==> config.mk <==
export PLATFORM = sky130hd
export DESIGN_NAME = rce_core
export DESIGN_NICKNAME = d
export VERILOG_FILES = /design/src/rce_stz_note_unused.v /design/src/rce_regfile.v /design/src/rce_hwstack.v /design/src/rce_core.v
export VERILOG_INCLUDE_DIRS = /design/src
export SDC_FILE = /design/constraint.sdc
export NUM_CORES = 1
export LEC_CHECK = 0
export BUFFER_PORTS_ARGS = -buffer_cell sky130_fd_sc_hd__buf_2
export CAP_MARGIN = 10
export CORE_ASPECT_RATIO = 0.6
export CORE_MARGIN = 4
export CORE_UTILIZATION = 65
export DETAILED_ROUTE_END_ITERATION = 16
export PLACE_DENSITY = 0.83
export SYNTH_ARGS = -nofsm -noshare
export SYNTH_HDL_FRONTEND = slang
export SYNTH_HIERARCHICAL = 1
export SYNTH_SLANG_ARGS = --single-unit
==> constraint.sdc <==
create_clock -name mclk -period 13.95 [get_ports mclk]
set_input_delay 2.0925 -clock mclk [delete_from_list [all_inputs] [get_ports mclk]]
set_output_delay 2.0925 -clock mclk [all_outputs]
set_load 0.03 [all_outputs]
==> src/rce_defs.vh <==
// Purpose: constants of the 8-bit risc execution core
// Assumes: one clock mclk, asynchronous active-low reset rstn
// Notes: instruction encoding below is this core's own
// Function
// - thirty-two byte registers, each read or written in one cycle
// - two operands read, alu run and result written back in one cycle
// - r31:r30 form a 16-bit pointer into registers, i/o and program memory
// - alu works on two registers, register and constant, or one register
// - next word is prefetched while current one executes, one per cycle
// - every instruction is one 16-bit word, one per program address
// - relative jump and call reach every program address
// - calls and interrupt entry save return pc on a three-deep stack
// - sixty-four i/o addresses are decoded, 3f for the status register and the rest for peripheral registers
// - global interrupt enable bit lives in the status register
// - each source has its own vector at the start of program memory
// - of several pending sources the lowest vector address wins
// - idle halts execution while interrupts and peripherals keep running
// - power-down keeps registers, stops oscillators until interrupt or reset
// - push shifts entries deeper, pop takes top and shifts others up
// - beyond three nested calls oldest is lost, deepest entry repeats
// - program counter and stack entries are nine bits, 512 words
`ifndef RCE_DEFS_VH
`define RCE_DEFS_VH
`define RCE_PC_W      9
`define RCE_STK_DEPTH 3
`define RCE_NREGS     32
`define RCE_IRQ_N     8
`define RCE_PC_RST    9'h000
`define RCE_VEC_FIRST 9'h001
`define RCE_PC_ONE    9'h001
// major opcodes, bits 15:12; reg-reg when bits 15:14 are zero
`define RCE_OP_RR    2'b00
`define RCE_OP_SUBI  4'h4
`define RCE_OP_ANDI  4'h5
`define RCE_OP_ORI   4'h6
`define RCE_OP_LDI   4'h7
`define RCE_OP_CPI   4'h8
`define RCE_OP_MISC  4'h9
`define RCE_OP_BRB   4'ha
`define RCE_OP_IO    4'hb
`define RCE_OP_RJMP  4'hc
`define RCE_OP_RCALL 4'hd
// misc sub-opcodes, bits 11:8; 0..5 are single-register alu ops
`define RCE_MS_LDZ   4'h6
`define RCE_MS_STZ   4'h7
`define RCE_MS_LPM   4'h8
`define RCE_MS_RET   4'h9
`define RCE_MS_RETI  4'ha
`define RCE_MS_SEI   4'hb
`define RCE_MS_CLI   4'hc
`define RCE_MS_SLEEP 4'hd
// alu codes
`define RCE_ALU_ADD 4'h0
`define RCE_ALU_ADC 4'h1
`define RCE_ALU_SUB 4'h2
`define RCE_ALU_SBC 4'h3
`define RCE_ALU_AND 4'h4
`define RCE_ALU_OR  4'h5
`define RCE_ALU_EOR 4'h6
`define RCE_ALU_MOV 4'h7
`define RCE_ALU_CP  4'h8
`define RCE_ALU_CPC 4'h9
`define RCE_ALU_COM 4'ha
`define RCE_ALU_NEG 4'hb
`define RCE_ALU_INC 4'hc
`define RCE_ALU_DEC 4'hd
`define RCE_ALU_LSR 4'he
`define RCE_ALU_ROR 4'hf
// status register bits and reset
`define RCE_SR_C 0
`define RCE_SR_Z 1
`define RCE_SR_N 2
`define RCE_SR_V 3
`define RCE_SR_S 4
`define RCE_SR_I 7
`define RCE_SR_RST 8'h00
// address map of the pointer
`define RCE_SREG_IO  6'h3f
`define RCE_IO_BASE  6'h20
`define RCE_Z_RF_END 16'h0020
`define RCE_Z_IO_END 16'h0060
// core states, one-hot
`define RCE_ST_RUN 3'b001
`define RCE_ST_PH2 3'b010
`define RCE_ST_SLP 3'b100
`endif

==> src/rce_stz_note_unused.v <==
`timescale 1ns/1ps

==> src/rce_regfile.v <==
// Purpose: 32 x 8 working registers, two registered read ports
// Assumes: read addresses come one cycle ahead of use
// Notes: a write at the same edge is forwarded to the read data
`timescale 1ns/1ps
`include "rce_defs.vh"
module rce_regfile (
  input  wire       mclk,
  input  wire       rstn,
  input  wire [4:0] ra_addr,
  input  wire [4:0] rb_addr,
  input  wire       we,
  input  wire [4:0] wa,
  input  wire [7:0] wd,
  output reg  [7:0] ra_q,
  output reg  [7:0] rb_q,
  output wire [15:0] z_ptr
);
  reg [7:0] mem_r [0:`RCE_NREGS-1];
  integer i;
  assign z_ptr = {mem_r[31], mem_r[30]};
  always @(posedge mclk or negedge rstn) begin
    if (!rstn) begin
      for (i = 0; i < `RCE_NREGS; i = i + 1)
        mem_r[i] <= 8'h00;
      ra_q <= 8'h00;
      rb_q <= 8'h00;
    end else begin
      if (we)
        mem_r[wa] <= wd;
      ra_q <= (we && wa == ra_addr) ? wd : mem_r[ra_addr];
      rb_q <= (we && wa == rb_addr) ? wd : mem_r[rb_addr];
    end
  end
endmodule

==> src/rce_hwstack.v <==
// Purpose: three-level return address stack
// Assumes: push and pop never in the same cycle
// Notes: overflow drops the oldest entry, underflow repeats the deepest
`timescale 1ns/1ps
`include "rce_defs.vh"
module rce_hwstack (
  input  wire                 mclk,
  input  wire                 rstn,
  input  wire                 push,
  input  wire                 pop,
  input  wire [`RCE_PC_W-1:0] din,
  output wire [`RCE_PC_W-1:0] top
);
  reg [`RCE_PC_W-1:0] lvl_r [0:`RCE_STK_DEPTH-1];
  integer i;
  assign top = lvl_r[0];
  always @(posedge mclk or negedge rstn) begin
    if (!rstn) begin
      for (i = 0; i < `RCE_STK_DEPTH; i = i + 1)
        lvl_r[i] <= `RCE_PC_RST;
    end else if (push) begin
      lvl_r[0] <= din;
      for (i = 1; i < `RCE_STK_DEPTH; i = i + 1)
        lvl_r[i] <= lvl_r[i-1];
    end else if (pop) begin
      for (i = 0; i < `RCE_STK_DEPTH - 1; i = i + 1)
        lvl_r[i] <= lvl_r[i+1];
    end
  end
endmodule

==> src/rce_core.v <==
// Purpose: fetch/execute core with alu, i/o decode, interrupts and sleep
// Assumes: program memory answers pm_addr combinationally in the same cycle
// Notes: irq_req comes already masked by the peripherals' own enables
`timescale 1ns/1ps
`include "rce_defs.vh"
module rce_core (
  input  wire                  mclk,
  input  wire                  rstn,
  output wire [`RCE_PC_W-1:0]  pm_addr,
  input  wire [15:0]           pm_data,
  output reg  [5:0]            io_addr,
  output wire [7:0]            io_wdata,
  output reg                   io_wr,
  output reg                   io_rd,
  input  wire [7:0]            io_rdata,
  input  wire [`RCE_IRQ_N-1:0] irq_req,
  output wire [`RCE_IRQ_N-1:0] irq_ack,
  input  wire                  sleep_pd,
  output wire                  cpu_idle,
  output reg                   osc_stop,
  output wire                  gie
);
  reg [`RCE_PC_W-1:0] pc_r, ir_pc_r, pc_nxt;
  reg [15:0] ir_r;
  reg        valid_r, valid_nxt;
  reg [2:0]  st_r, st_nxt;
  reg [7:0]  sreg_r, sreg_nxt;
  reg [5:0]  ioa_nxt;
  reg        osc_nxt;
  reg        rf_we, push, pop, hold, flush, lpm_rd, two_ph;
  reg [7:0]  rf_wd;
  reg [3:0]  alu_op;
  reg [7:0]  alu_b, res;
  reg [8:0]  sum;
  reg [4:0]  fl;
  reg        cin, setf, wr_res;
  reg [2:0]  irq_idx;
  reg        irq_hit;
  wire [7:0]  ra_q, rb_q;
  wire [15:0] z_ptr;
  wire [`RCE_PC_W-1:0] stk_top;
  wire [3:0] op = ir_r[15:12];
  wire [3:0] ms = ir_r[11:8];
  wire is_rr = ir_r[15:14] == `RCE_OP_RR;
  wire is_imm = op >= `RCE_OP_SUBI && op <= `RCE_OP_CPI;
  wire ex_valid = valid_r && st_r == `RCE_ST_RUN;
  wire irq_take = ex_valid && sreg_r[`RCE_SR_I] && irq_hit;
  wire z_rf = z_ptr < `RCE_Z_RF_END;
  wire z_io = !z_rf && z_ptr < `RCE_Z_IO_END;
  wire ph2 = st_r == `RCE_ST_PH2;
  wire is_sreg = io_addr == `RCE_SREG_IO;
  wire [7:0] io_val = is_sreg ? sreg_r : io_rdata;
  wire [7:0] lpm_byte = z_ptr[0] ? pm_data[15:8] : pm_data[7:0];
  wire [`RCE_PC_W-1:0] rel12 = ir_pc_r + ir_r[8:0] + `RCE_PC_ONE;
  wire [`RCE_PC_W-1:0] rel8 = ir_pc_r + {ir_r[7], ir_r[7:0]} + `RCE_PC_ONE;
  wire [4:0] ra_addr, rb_addr, rf_wa;
  integer i;

  // destination field per instruction format
  function [4:0] fld_d;
    input [15:0] w;
    begin
      if (w[15:14] == `RCE_OP_RR)
        fld_d = w[9:5];
      else if (w[15:12] >= `RCE_OP_SUBI && w[15:12] <= `RCE_OP_CPI)
        fld_d = {1'b1, w[11:8]};
      else
        fld_d = w[4:0];
    end
  endfunction

  assign ra_addr = (ex_valid && op == `RCE_OP_MISC && ms == `RCE_MS_LDZ && !irq_take) ? z_ptr[4:0] :
                   hold ? fld_d(ir_r) : fld_d(pm_data);
  assign rb_addr = hold ? ir_r[4:0] : pm_data[4:0];
  assign rf_wa = (ph2 && ms == `RCE_MS_STZ) ? z_ptr[4:0] : fld_d(ir_r);
  assign pm_addr = lpm_rd ? z_ptr[9:1] : pc_r;
  assign io_wdata = rb_q;
  assign gie = sreg_r[`RCE_SR_I];
  assign cpu_idle = st_r == `RCE_ST_SLP;
  assign irq_ack = irq_take ? ({{(`RCE_IRQ_N-1){1'b0}}, 1'b1} << irq_idx) : {`RCE_IRQ_N{1'b0}};

  rce_regfile u_rf (
    .mclk    (mclk),
    .rstn    (rstn),
    .ra_addr (ra_addr),
    .rb_addr (rb_addr),
    .we      (rf_we),
    .wa      (rf_wa),
    .wd      (rf_wd),
    .ra_q    (ra_q),
    .rb_q    (rb_q),
    .z_ptr   (z_ptr)
  );

  rce_hwstack u_stk (
    .mclk (mclk),
    .rstn (rstn),
    .push (push),
    .pop  (pop),
    .din  (irq_take ? ir_pc_r : ir_pc_r + `RCE_PC_ONE),
    .top  (stk_top)
  );

  // lowest pending index has the lowest vector address
  always @* begin
    irq_idx = 3'h0;
    irq_hit = 1'b0;
    for (i = `RCE_IRQ_N - 1; i >= 0; i = i - 1)
      if (irq_req[i]) begin
        irq_idx = i[2:0];
        irq_hit = 1'b1;
      end
  end

  // operand and operation select
  always @* begin
    alu_b = is_rr ? rb_q : ir_r[7:0];
    case (op)
      `RCE_OP_SUBI: alu_op = `RCE_ALU_SUB;
      `RCE_OP_ANDI: alu_op = `RCE_ALU_AND;
      `RCE_OP_ORI:  alu_op = `RCE_ALU_OR;
      `RCE_OP_LDI:  alu_op = `RCE_ALU_MOV;
      `RCE_OP_CPI:  alu_op = `RCE_ALU_CP;
      `RCE_OP_MISC: alu_op = ms + `RCE_ALU_COM;
      default:      alu_op = is_rr ? ir_r[13:10] : `RCE_ALU_MOV;
    endcase
  end

  // alu: result and new c z n v s
  always @* begin
    cin = sreg_r[`RCE_SR_C] && (alu_op == `RCE_ALU_ADC || alu_op == `RCE_ALU_SBC || alu_op == `RCE_ALU_CPC);
    sum = 9'h000;
    res = ra_q;
    fl = sreg_r[4:0];
    setf = 1'b1;
    wr_res = 1'b1;
    case (alu_op)
      `RCE_ALU_ADD, `RCE_ALU_ADC: begin
        sum = {1'b0, ra_q} + {1'b0, alu_b} + {8'h00, cin};
        res = sum[7:0];
        fl[`RCE_SR_C] = sum[8];
        fl[`RCE_SR_V] = (ra_q[7] & alu_b[7] & ~res[7]) | (~ra_q[7] & ~alu_b[7] & res[7]);
      end
      `RCE_ALU_SUB, `RCE_ALU_SBC, `RCE_ALU_CP, `RCE_ALU_CPC: begin
        sum = {1'b0, ra_q} - {1'b0, alu_b} - {8'h00, cin};
        res = sum[7:0];
        fl[`RCE_SR_C] = sum[8];
        fl[`RCE_SR_V] = (ra_q[7] & ~alu_b[7] & ~res[7]) | (~ra_q[7] & alu_b[7] & res[7]);
        wr_res = alu_op == `RCE_ALU_SUB || alu_op == `RCE_ALU_SBC;
      end
      `RCE_ALU_AND: res = ra_q & alu_b;
      `RCE_ALU_OR:  res = ra_q | alu_b;
      `RCE_ALU_EOR: res = ra_q ^ alu_b;
      `RCE_ALU_COM: begin
        res = ~ra_q;
        fl[`RCE_SR_C] = 1'b1;
      end
      `RCE_ALU_NEG: begin
        res = 8'h00 - ra_q;
        fl[`RCE_SR_C] = res != 8'h00;
        fl[`RCE_SR_V] = res == 8'h80;
      end
      `RCE_ALU_INC: begin
        res = ra_q + 8'h01;
        fl[`RCE_SR_V] = res == 8'h80;
      end
      `RCE_ALU_DEC: begin
        res = ra_q - 8'h01;
        fl[`RCE_SR_V] = res == 8'h7f;
      end
      `RCE_ALU_LSR, `RCE_ALU_ROR: begin
        res = {alu_op == `RCE_ALU_ROR && sreg_r[`RCE_SR_C], ra_q[7:1]};
        fl[`RCE_SR_C] = ra_q[0];
        fl[`RCE_SR_V] = res[7] ^ ra_q[0];
      end
      default: begin
        res = alu_b;
        setf = 1'b0;
      end
    endcase
    if (alu_op == `RCE_ALU_AND || alu_op == `RCE_ALU_OR || alu_op == `RCE_ALU_EOR || alu_op == `RCE_ALU_COM)
      fl[`RCE_SR_V] = 1'b0;
    fl[`RCE_SR_Z] = (res == 8'h00) && (!cin_chain(alu_op) || sreg_r[`RCE_SR_Z]);
    fl[`RCE_SR_N] = res[7];
    fl[`RCE_SR_S] = res[7] ^ fl[`RCE_SR_V];
  end

  function cin_chain;
    input [3:0] a;
    begin
      cin_chain = a == `RCE_ALU_SBC || a == `RCE_ALU_CPC;
    end
  endfunction

  // execute stage and next-state decisions
  always @* begin
    pc_nxt = pc_r + `RCE_PC_ONE;
    valid_nxt = 1'b1;
    st_nxt = st_r;
    sreg_nxt = sreg_r;
    ioa_nxt = pm_data[10:5];
    osc_nxt = 1'b0;
    rf_we = 1'b0;
    rf_wd = res;
    push = 1'b0;
    pop = 1'b0;
    io_wr = 1'b0;
    io_rd = 1'b0;
    lpm_rd = 1'b0;
    flush = 1'b0;
    two_ph = ex_valid && op == `RCE_OP_MISC && ms >= `RCE_MS_LDZ && ms <= `RCE_MS_LPM;
    hold = (st_r == `RCE_ST_SLP) || (two_ph && !irq_take);
    case (st_r)
      `RCE_ST_RUN: begin
        if (irq_take) begin
          push = 1'b1;
          pc_nxt = `RCE_VEC_FIRST + {6'h00, irq_idx};
          sreg_nxt[`RCE_SR_I] = 1'b0;
          flush = 1'b1;
        end else if (ex_valid) begin
          if (is_rr || is_imm || (op == `RCE_OP_MISC && ms < `RCE_MS_LDZ)) begin
            rf_we = wr_res;
            if (setf)
              sreg_nxt[4:0] = fl;
          end else if (two_ph) begin
            st_nxt = `RCE_ST_PH2;
            ioa_nxt = z_ptr[5:0] - `RCE_IO_BASE;
          end else if (op == `RCE_OP_MISC) begin
            case (ms)
              `RCE_MS_RET, `RCE_MS_RETI: begin
                pop = 1'b1;
                pc_nxt = stk_top;
                flush = 1'b1;
                if (ms == `RCE_MS_RETI)
                  sreg_nxt[`RCE_SR_I] = 1'b1;
              end
              `RCE_MS_SEI: sreg_nxt[`RCE_SR_I] = 1'b1;
              `RCE_MS_CLI: sreg_nxt[`RCE_SR_I] = 1'b0;
              `RCE_MS_SLEEP: begin
                st_nxt = `RCE_ST_SLP;
                osc_nxt = sleep_pd;
              end
              default: ;
            endcase
          end else if (op == `RCE_OP_BRB) begin
            if (sreg_r[ir_r[10:8]] == ir_r[11]) begin
              pc_nxt = rel8;
              flush = 1'b1;
            end
          end else if (op == `RCE_OP_IO) begin
            if (ir_r[11]) begin
              io_wr = !is_sreg;
              if (is_sreg)
                sreg_nxt = rb_q;
            end else begin
              io_rd = !is_sreg;
              rf_we = 1'b1;
              rf_wd = io_val;
            end
          end else if (op == `RCE_OP_RJMP || op == `RCE_OP_RCALL) begin
            push = op == `RCE_OP_RCALL;
            pc_nxt = rel12;
            flush = 1'b1;
          end
        end
      end
      `RCE_ST_PH2: begin
        st_nxt = `RCE_ST_RUN;
        case (ms)
          `RCE_MS_LDZ: begin
            io_rd = z_io && !is_sreg;
            rf_we = 1'b1;
            rf_wd = z_rf ? ra_q : (z_io ? io_val : 8'h00);
          end
          `RCE_MS_STZ: begin
            io_wr = z_io && !is_sreg;
            rf_we = z_rf;
            rf_wd = rb_q;
            if (z_io && is_sreg)
              sreg_nxt = rb_q;
          end
          default: begin
            lpm_rd = 1'b1;
            rf_we = 1'b1;
            rf_wd = lpm_byte;
            pc_nxt = pc_r;
            flush = 1'b1;
          end
        endcase
      end
      `RCE_ST_SLP: begin
        osc_nxt = osc_stop;
        if (irq_hit) begin
          st_nxt = `RCE_ST_RUN;
          osc_nxt = 1'b0;
        end
      end
      default: st_nxt = `RCE_ST_RUN;
    endcase
    if (hold) begin
      pc_nxt = pc_r;
      ioa_nxt = (two_ph && !irq_take) ? ioa_nxt : io_addr;
    end
    if (flush)
      valid_nxt = 1'b0;
  end

  always @(posedge mclk or negedge rstn) begin
    if (!rstn) begin
      pc_r <= `RCE_PC_RST;
      ir_pc_r <= `RCE_PC_RST;
      ir_r <= 16'h0000;
      valid_r <= 1'b0;
      st_r <= `RCE_ST_RUN;
      sreg_r <= `RCE_SR_RST;
      io_addr <= 6'h00;
      osc_stop <= 1'b0;
    end else begin
      pc_r <= pc_nxt;
      st_r <= st_nxt;
      sreg_r <= sreg_nxt;
      io_addr <= ioa_nxt;
      osc_stop <= osc_nxt;
      if (!hold) begin
        ir_r <= pm_data;
        ir_pc_r <= pc_r;
        valid_r <= valid_nxt;
      end
    end
  end
endmodule

# Word level (Yosys, flattened, before mapping)
# Cells that the tools add are included.
totals:
  regBits: 352
  latchBits: 0
  ram_bits: 0
  rom_bits: 0
  inputBits: 35
  output_inout_bits: 36
  n_memories: 0
classes:
  addsub: 16
  mul: 0
  div: 0
  magnitude_cmp: 14
  n_eq_ne: 74
  shift: 1
  muxes: 177
  bitwise: 24
  n_reduce_logical: 57
ops:
  columns: ["cell", "n"]
  rows:
  - ["256-bit bitwise mux", 1]
  - ["8-bit two-way mux", 29]
  - ["9-bit two-way mux", 13]
  - ["8-bit binary-select mux with 5-bit select", 2]
  - ["8-bit one-hot mux with 10 select lines", 1]
  - ["1-bit two-way mux", 77]
  - ["4-bit == test, second input constant", 19]
  - ["5-bit two-way mux", 10]
  - ["3-bit two-way mux", 16]
  - ["8-bit one-hot mux with 2 select lines", 3]
  - ["6-bit two-way mux", 7]
  - ["8-bit demux with 5-bit select", 1]
  - ["9-bit by 1-bit adder with 9-bit output, second input constant", 4]
  - ["4-bit by 3-bit == test with 1-bit output, second input constant", 9]
  - ["18-bit two-way mux", 2]
  - ["12-bit AND reduction", 3]
  - ["4-bit one-hot mux with 6 select lines", 1]
  - ["1-bit logical AND", 22]
  - ["9-bit adder", 2]
  - ["6-bit greater-or-equal comparator, second input constant", 3]
  - ["2-bit inequality test, second input constant", 9]
  - ["3-bit by 2-bit inequality test with 1-bit output, second input constant", 6]
  - ["5-bit NOT with 6-bit output", 3]
  - ["9-bit one-hot mux with 2 select lines", 1]
  - ["66 further kinds", 119]

# Logic depth before layout (Yosys ltp)
# Gate-level depths: netlist of run 1.
depth:
  ltp_word: 19
  ltp_mapped: 24

# Modules after synthesis
# Netlist of run 1, hierarchy kept.
by_module_without_submodules:
  columns: ["module", "instances", "cells_per_inst", "area_per_inst_um2", "seq_area_each_um2"]
  rows:
  - ["rce_regfile", 1, 1161, 15134.5, 6806.5]
  - ["rce_core", 1, 964, 7529.7, 1327.5]
  - ["rce_hwstack", 1, 106, 1270.0, 675.6]

# Worst setup path after synthesis of run 1
# Ideal clock, no wire load.
synth_path:
  path_type: "input-to-output"
  start: "in irq_req[0]"
  end: "out io_rd"
  t_arrival_ps: 4032
  required_time_ps: 11858
  slack_ps: 7826
  cell_stages: 7
  path_cell_list: "nor4_1 -> nand3_1 -> a21oi_1 -> and2_1 -> nand4_1 -> buf_2 -> a21oi_1"
synth_between:
  elab_chain_len: 4
synth_lines:
  columns: ["item", "line", "source"]
  rows:
  - ["start, declared", "rce_core.v:16", "input wire [`RCE_IRQ_N-1:0] irq_req,"]
  - ["1-bit two-way mux", "rce_core.v:109", "if (irq_req[i]) begin"]
  - ["1-bit logical AND", "rce_core.v:47", "wire irq_take = ex_valid && sreg_r[`RCE_SR_I] && irq_hit;"]
  - ["1-bit two-way mux", "rce_core.v:215", "if (irq_take) begin"]
  - ["1-bit one-hot mux with 2 select lines", "rce_core.v:213", "case (st_r)"]
  - ["end, declared", "rce_core.v:14", "output reg io_rd,"]
# No other way between the ends.

# Worst setup path in the final report of run 1
# Ends and elaborated chain as after synthesis.

==> impl_metrics.ini, run 1 <==
[critical_path]
crit_buf_inv = 2
crit_required_ns = 11.86
cp_max_fo = 13
max_stage_delay_ns = 0.64
r2r_cells = 18
cpLargestDelayFamily = simple AND/OR/NAND/NOR gates
r2r_slack_ns = 7.15
cp_cell_sequence = buf_2 > nor4_1 > nand3_1 > a21oi_1 > and2_1 > nand4_1 > a21oi_1 > buf_2
cp-end-kind = output pin
crit_arrival_ns = 4.78
critical_path_class = in -> out
cpMaxStageDelayCell = nand4_1
start_kind = primary input
crit_path_start = irq_req[0]
cp.depth = 8
timing.rr.start = ir_r[14]

[timing]
finalSetupViolCount = 0
worst_pin_slew_ns = 1.225
tns_ns = 0
slew_headroom_pct = 17.46
rsz0062_at_grt = no
skew_ns = 0.02289
fmax_ghz = 0.1455
hold_viol_final = 0
layout_min_cycle_time_ns = 6.871
finalCritPeriodShare_pct = 49.26
whs_ns = 0.4987
finalMaxSlewViolations = 0

[logic_synthesis]
synth_nets = 2322
synth_top_area_cell = dfrtp_1
synth_simple_gate_area_share_pct = 10.12
post_synth.cell_area_avg_um2 = 10.73
yosysSeqAreaShare_pct = 36.81
yosys_warnings = 6
synth_edf_count = 0
synthCells = 2231
yosysTopAreaCellShare_pct = 36.70
synthArstFlopShare_pct = 100.0
synth_area_mm2 = 0.02393
synth_mux_area_share_pct = 28.78
synth_compound_gate_area_share_pct = 13.36
synth_adder_area_share_pct = 3.131
synth_xor_area_share_pct = 2.253
synth_top_family_by_area = multiplexers
synth_seq_cells = 352
synthTopCellsByArea = dfrtp_1 37%, mux2_2 14%, mux2i_1 11%
synth_cell_types = 105
synthFlopType = dfrtp_1

[cts]
holdBufCountCts = 0
clock_latency_ns = 0.55
cts_tree = yes
cts.htree.levels = 2
clkSinkCount = 352
cts-resized-gates = 0
ctsLongestPathBuffers = 3
numCtsBuffers = 35
cts_setup_buffers = 0
clk_pin_slew_worst_paths_ns = 0.06
cts_root_buffer = clkbuf_16

[floorplan]
dieHeight_um = 156.6
start_util_pct = 65.84
design.die.area_mm2 = 0.04006
rows = 54
fp.dieW_um = 255.7
core_mm2 = 0.03635
io_pins = 71

[flow_run]
cap_violations = 0

[global_routing]
overflow = 0
grt_antenna_before_repair = 5
grt_max_degree = 100
grt_pass1_wl_um = 120400
grt.total_usage_pct = 38.94
grt_pass1_vias = 19360

[pwr]
p_sw_share_pct = 45.17
power_leakage_nw = 11.37
p_per_area_mw_per_mm2 = 220.1
clockPowerShare_pct = 17.6
pwr-share-seq_pct = 33.7
p_int_mw = 3.059
p_sw_mw = 2.519
power_frac_comb_pct = 48.7
irDropWorstVdd_mv = 0.1814

[worst_hold_path]
hold_start = osc_stop
hold_path_class = reg -> reg
min_path_cells = 1

[drt]
wl_um = 79390
drt_iter0_markers = 3260
drcViolationCount = 0
route.antenna.remaining_nets = 0
via_per_inst = 7.410
drt-pass1-iter-count = 8
num_vias = 19990
drt-wirelength-per-cell_um = 29.43

[placed_design]
dpl.hpwl_um = 56200
port_buffers = 70
globalplace.congestion = 1.064

[cells_and_area]
drive_gt1_share_pct = 25.11
syn2layout_area_growth_pct = 5.876
antenna_cells = 0
nets = 2293

[status]
status = completed
-- metrics by stage --
stage / instances / power [mW] / util (%) / area (um2) / setup slack (ns)
floorplan: 2231 / 3.588 / - / 23930 / 7.826
finish: 2698 / 5.578 / 69.71 / 25340 / 7.079
global placement: 2638 / 4.322 / 66.36 / 24120 / 7.217
detailed placement: 2638 / 4.426 / 66.36 / 24120 / 7.056
global route: 2698 / 5.814 / 69.71 / 25340 / 6.922
CTS: 2695 / 5.430 / 69.51 / 25270 / 7.228
-- power groups by stage --
stage | clock [mW] | sequential [mW] | combinational [mW]
5_1_grt | 1.03 | 1.91 | 2.87
6_report | 0.984 | 1.88 | 2.71
3_5_place_dp | 0 | 1.86 | 2.56
4_1_cts | 0.993 | 1.85 | 2.59
3_3_place_gp | 0 | 1.83 | 2.49
2_1_floorplan | 0 | 1.68 | 1.91
-- kinds of logic (layout without fill, tap and decap cells) --
group,count (synthesis),count (layout)
adders and majority gates,57,57
xor gates and xnor gates,60,60
buffers and inverters,226,217
muxes,602,602
DFF,352,352
AOI/OAI and AO/OA,453,453
and+or+nand+nor,481,481
-- cell usage in the layout, fill, tap and decap left out, drive strengths merged, types with 18 or more instances in the layout --
cell type | Yosys | final
mux2i | 259 | 259
a221oi | 30 | 30
nor2b | 22 | 22
o22ai | 19 | 19
nor3 | 45 | 45
clkbuf | 70 | 44
mux4 | 35 | 35
a21oi | 89 | 89
xor2 | 21 | 21
a22o | 24 | 24
o21ai | 92 | 92
xnor2 | 38 | 38
dfrtp | 351 | 351
mux2 | 308 | 308
a22oi | 63 | 63
nand2b | 18 | 18
buf | 110 | 114
nand3 | 33 | 33
nand2 | 156 | 156
inv | 46 | 49
and3 | 26 | 26
nor2 | 92 | 92
ha | 51 | 51
-- registers in the layout (all words and copies together), names as in the netlist, 3 cells and up --
signal       count
io_addr          6
u_stk/lvl_r     18
u_rf/mem_r     240
ir_r            16
u_rf/rb_q        8
u_rf/z_ptr      16
st_r             3
pc_r             9
u_stk/top        9
ir_pc_r          9
sreg_r           8
u_rf/ra_q        8
-- path summary, 6_finish.rpt --
path | endpoint
worst max-delay path | io_rd
worst min-delay path | osc_stop
worst max register to register | u_rf/ra_q[7]
worst min register to register | osc_stop
max in group asynchronous | u_rf/mem_r[35]
min in group asynchronous | sreg_r[3]
-- cells in the mapped netlist, types with 38 or more instances --
library cell  number
nand2_1          154
dfrtp_1          351
nor3_1            45
inv_1             45
clkbuf_1          68
a22oi_1           62
a21oi_1           89
o21ai_0           79
mux2i_1          259
nor2_1            82
buf_4             47
xnor2_1           38
ha_1              51
mux2_2           303
-- layout make-up --
type | instances | area [um2]
clock buffer | 44 | 949.7
clock inverter | 13 | 195.2
fill | 2680 | 11010
inverter | 46 | 172.7
multi-input combinational | 1653 | 13870
sequential | 352 | 8810
tap | 476 | 595.6
timing repair buffer | 114 | 743.2
-- routing by layer --
metal  up-vias  track usage (%)  wire [um]  part of all wire, %
met4         8            11.45       2625                  3.3
li1       8250                -          -                    -
met1      9986            56.02      32790                   41
met5         -            1.852        126                 0.16
met3       268            18.03      12760                   16
met2      1480            52.40      31090                   39
Note: power is estimated with default switching activity, not from simulation.
==> run 2: changes to the inputs <==
--- a/config.mk
+++ b/config.mk
@@ -10,9 +10,9 @@
 export CAP_MARGIN = 10
 export CORE_ASPECT_RATIO = 0.6
 export CORE_MARGIN = 4
-export CORE_UTILIZATION = 65
+export CORE_UTILIZATION = 58
 export DETAILED_ROUTE_END_ITERATION = 16
-export PLACE_DENSITY = 0.83
+export PLACE_DENSITY = 0.78
 export SYNTH_ARGS = -nofsm -noshare
 export SYNTH_HDL_FRONTEND = slang
 export SYNTH_HIERARCHICAL = 1
==> constraint.sdc (replaced) <==
create_clock -name mclk -period 6 [get_ports mclk]
set_input_delay 0.9 -clock mclk [delete_from_list [all_inputs] [get_ports mclk]]
set_output_delay 0.9 -clock mclk [all_outputs]
set_load 0.03 [all_outputs]
==> impl_metrics.ini, run 2 (synthesis results as in run 1) <==
[drt]
wl_um = 79660
via_per_inst = 7.138
drt-pass1-iter-count = 7
drt_iter0_markers = 3052
drt-wirelength-per-cell_um = 28.57
num_vias = 19900
drcViolationCount = 0
route.antenna.remaining_nets = 0

[cells_and_area]
drive_gt1_share_pct = 26.24
layout_commonest_cell = dfrtp_1
largest_register_ffs = 240
num-fill-cells = 3162
regMostFlops = u_rf/mem_r
nets = 2322
layout_common_cells = 351 x dfrtp_1, 302 x mux2_2, 259 x mux2i_1
largest_registers = u_rf/mem_r x240, u_stk/lvl_r x18
syn2layout_area_growth_pct = 7.444

[placed_design]
port_buffers = 70
globalplace.congestion = 1.049
dpl.hpwl_um = 57490

[timing]
finalMaxSlewViolations = 0
slew_headroom_pct = 28.40
finalCritPeriodShare_pct = 92.51
worst_pin_slew_ns = 1.074
fmax_ghz = 0.1802
rsz0062_at_grt = no
skew_ns = 0.04033
hold_viol_final = 0
layout_min_cycle_time_ns = 5.551
whs_ns = 0.2116
tns_ns = 0
finalSetupViolCount = 0

[cts]
cts_tree = yes
clock_latency_ns = 0.55
cts.htree.levels = 2
clkSinkCount = 352
cts_root_buffer = clkbuf_16
ctsLongestPathBuffers = 3
holdBufCountCts = 0
cts_setup_buffers = 0
cts-resized-gates = 0
clk_pin_slew_worst_paths_ns = 0.07
numCtsBuffers = 36

[floorplan]
core_mm2 = 0.04058
design.die.area_mm2 = 0.04469
dieHeight_um = 165.4
fp.dieW_um = 270.3
io_pins = 71
rows = 57
start_util_pct = 58.98

[global_routing]
grt.total_usage_pct = 35.11
grt_pass1_wl_um = 120700
overflow = 0
grt_antenna_before_repair = 2
grt_pass1_vias = 19170
grt_max_degree = 166

[critical_path]
crit_arrival_ns = 5.96
cpLargestDelayFamily = compound AO/OA/AOI/OAI gates
critical_path_class = reg -> reg
cp-end-kind = flop
max_stage_delay_ns = 0.59
crit_required_ns = 6.41
cp_max_fo = 34
cp_cell_sequence = ha_1 > xor2_1 > a311oi_2 > buf_4 > nand2_1 > nand4_1 > inv_1 > fa_1 > fa_1 > a21oi_1 > nor2b_1 > nor2_1 > xnor2_1 > a22oi_1 > nand3_1 > o31ai_1 > mux2i_1 > a21o_1 > mux2_2
cpMaxStageDelayCell = o31ai_1
crit_buf_inv = 2
start_kind = flop
path_common_cell = fa_1

[pwr]
power_leakage_nw = 11.55
p_per_area_mw_per_mm2 = 506.4
irDropWorstVdd_mv = 0.5677

[flow_run]
cap_violations = 0

[status]
status = completed

[worst_hold_path]
hold_path_class = in -> async
## run 2: per-layer routing
| layer | part of all wire [%] | GRT usage, % | routed length, um | up-vias |
|---|---|---|---|---|
| li1 | - | - | - | 8321 |
| met1 | 43 | 52.29 | 33920 | 9980 |
| met2 | 40 | 49.46 | 32160 | 1398 |
| met3 | 15 | 11.70 | 11560 | 199 |
| met4 | 2.5 | 8.284 | 2011 | 2 |
| met5 | 0.014 | 0 | 11 | - |
## run 2: final cells by class
type,count,area (um2),share of cell area [%]
repair buffers,142,963.4,3.746
flip-flops and latches,352,8810,34.26
clock inverters,14,170.2,0.6617
clock buffers,49,1062,4.131
diodes,1,2.502,0.009731
inverters,46,172.7,0.6714
well taps,531,664.4,2.584
multi-input cells,1653,13870,53.94
## run 2: worst reg2reg max path: cells and delay by family, from the launching register on
| family | cells | cell delay (ns) |
|---|---|---|
| DFF | 1 | 0.50 |
| and+or+nand+nor | 5 | 0.62 |
| muxes | 2 | 0.64 |
| xor gates and xnor gates | 2 | 0.26 |
| AOI/OAI and AO/OA | 5 | 1.88 |
| buffers and inverters | 2 | 0.35 |
| adders and majority gates | 3 | 1.16 |
## run 2: path summary, 6_finish.rpt
check | from | endpoint | slack, ns | cells past startpoint
worst max-delay path | ir_r[10] | u_rf/mem_r[140] | 0.45 | 19
worst min-delay path | rstn | u_stk/lvl_r[1] | 0.21 | 1
worst max register to register | ir_r[10] | u_rf/mem_r[140] | 0.45 | 19
worst min register to register | osc_stop | osc_stop | 0.50 | 1
max in group asynchronous | rstn | u_rf/mem_r[128] | 4.55 | 2
min in group mclk | osc_stop | osc_stop | 0.50 | 1
## run 2: through the flow
stage	power, mW	instances	setup slack (ns)	utilization, %	instance area, um2
floorplan	8.343	2231	1.486	-	23930
global placement	10.11	2723	0.7279	60.31	24470
detailed placement	10.38	2723	0.7398	60.31	24470
CTS	12.80	2786	0.6821	63.35	25710
global route	13.61	2788	0.2946	63.37	25720
finish	13.02	2788	0.4493	63.37	25720
## run 2: where the power goes
group          internal (mW)  total (mW)  leakage (nW)  switching [mW]
combinational           2.54        6.41          6.48            3.87
clock                   1.38        2.38         0.597            1.00
sequential              3.29        4.24          4.47           0.954
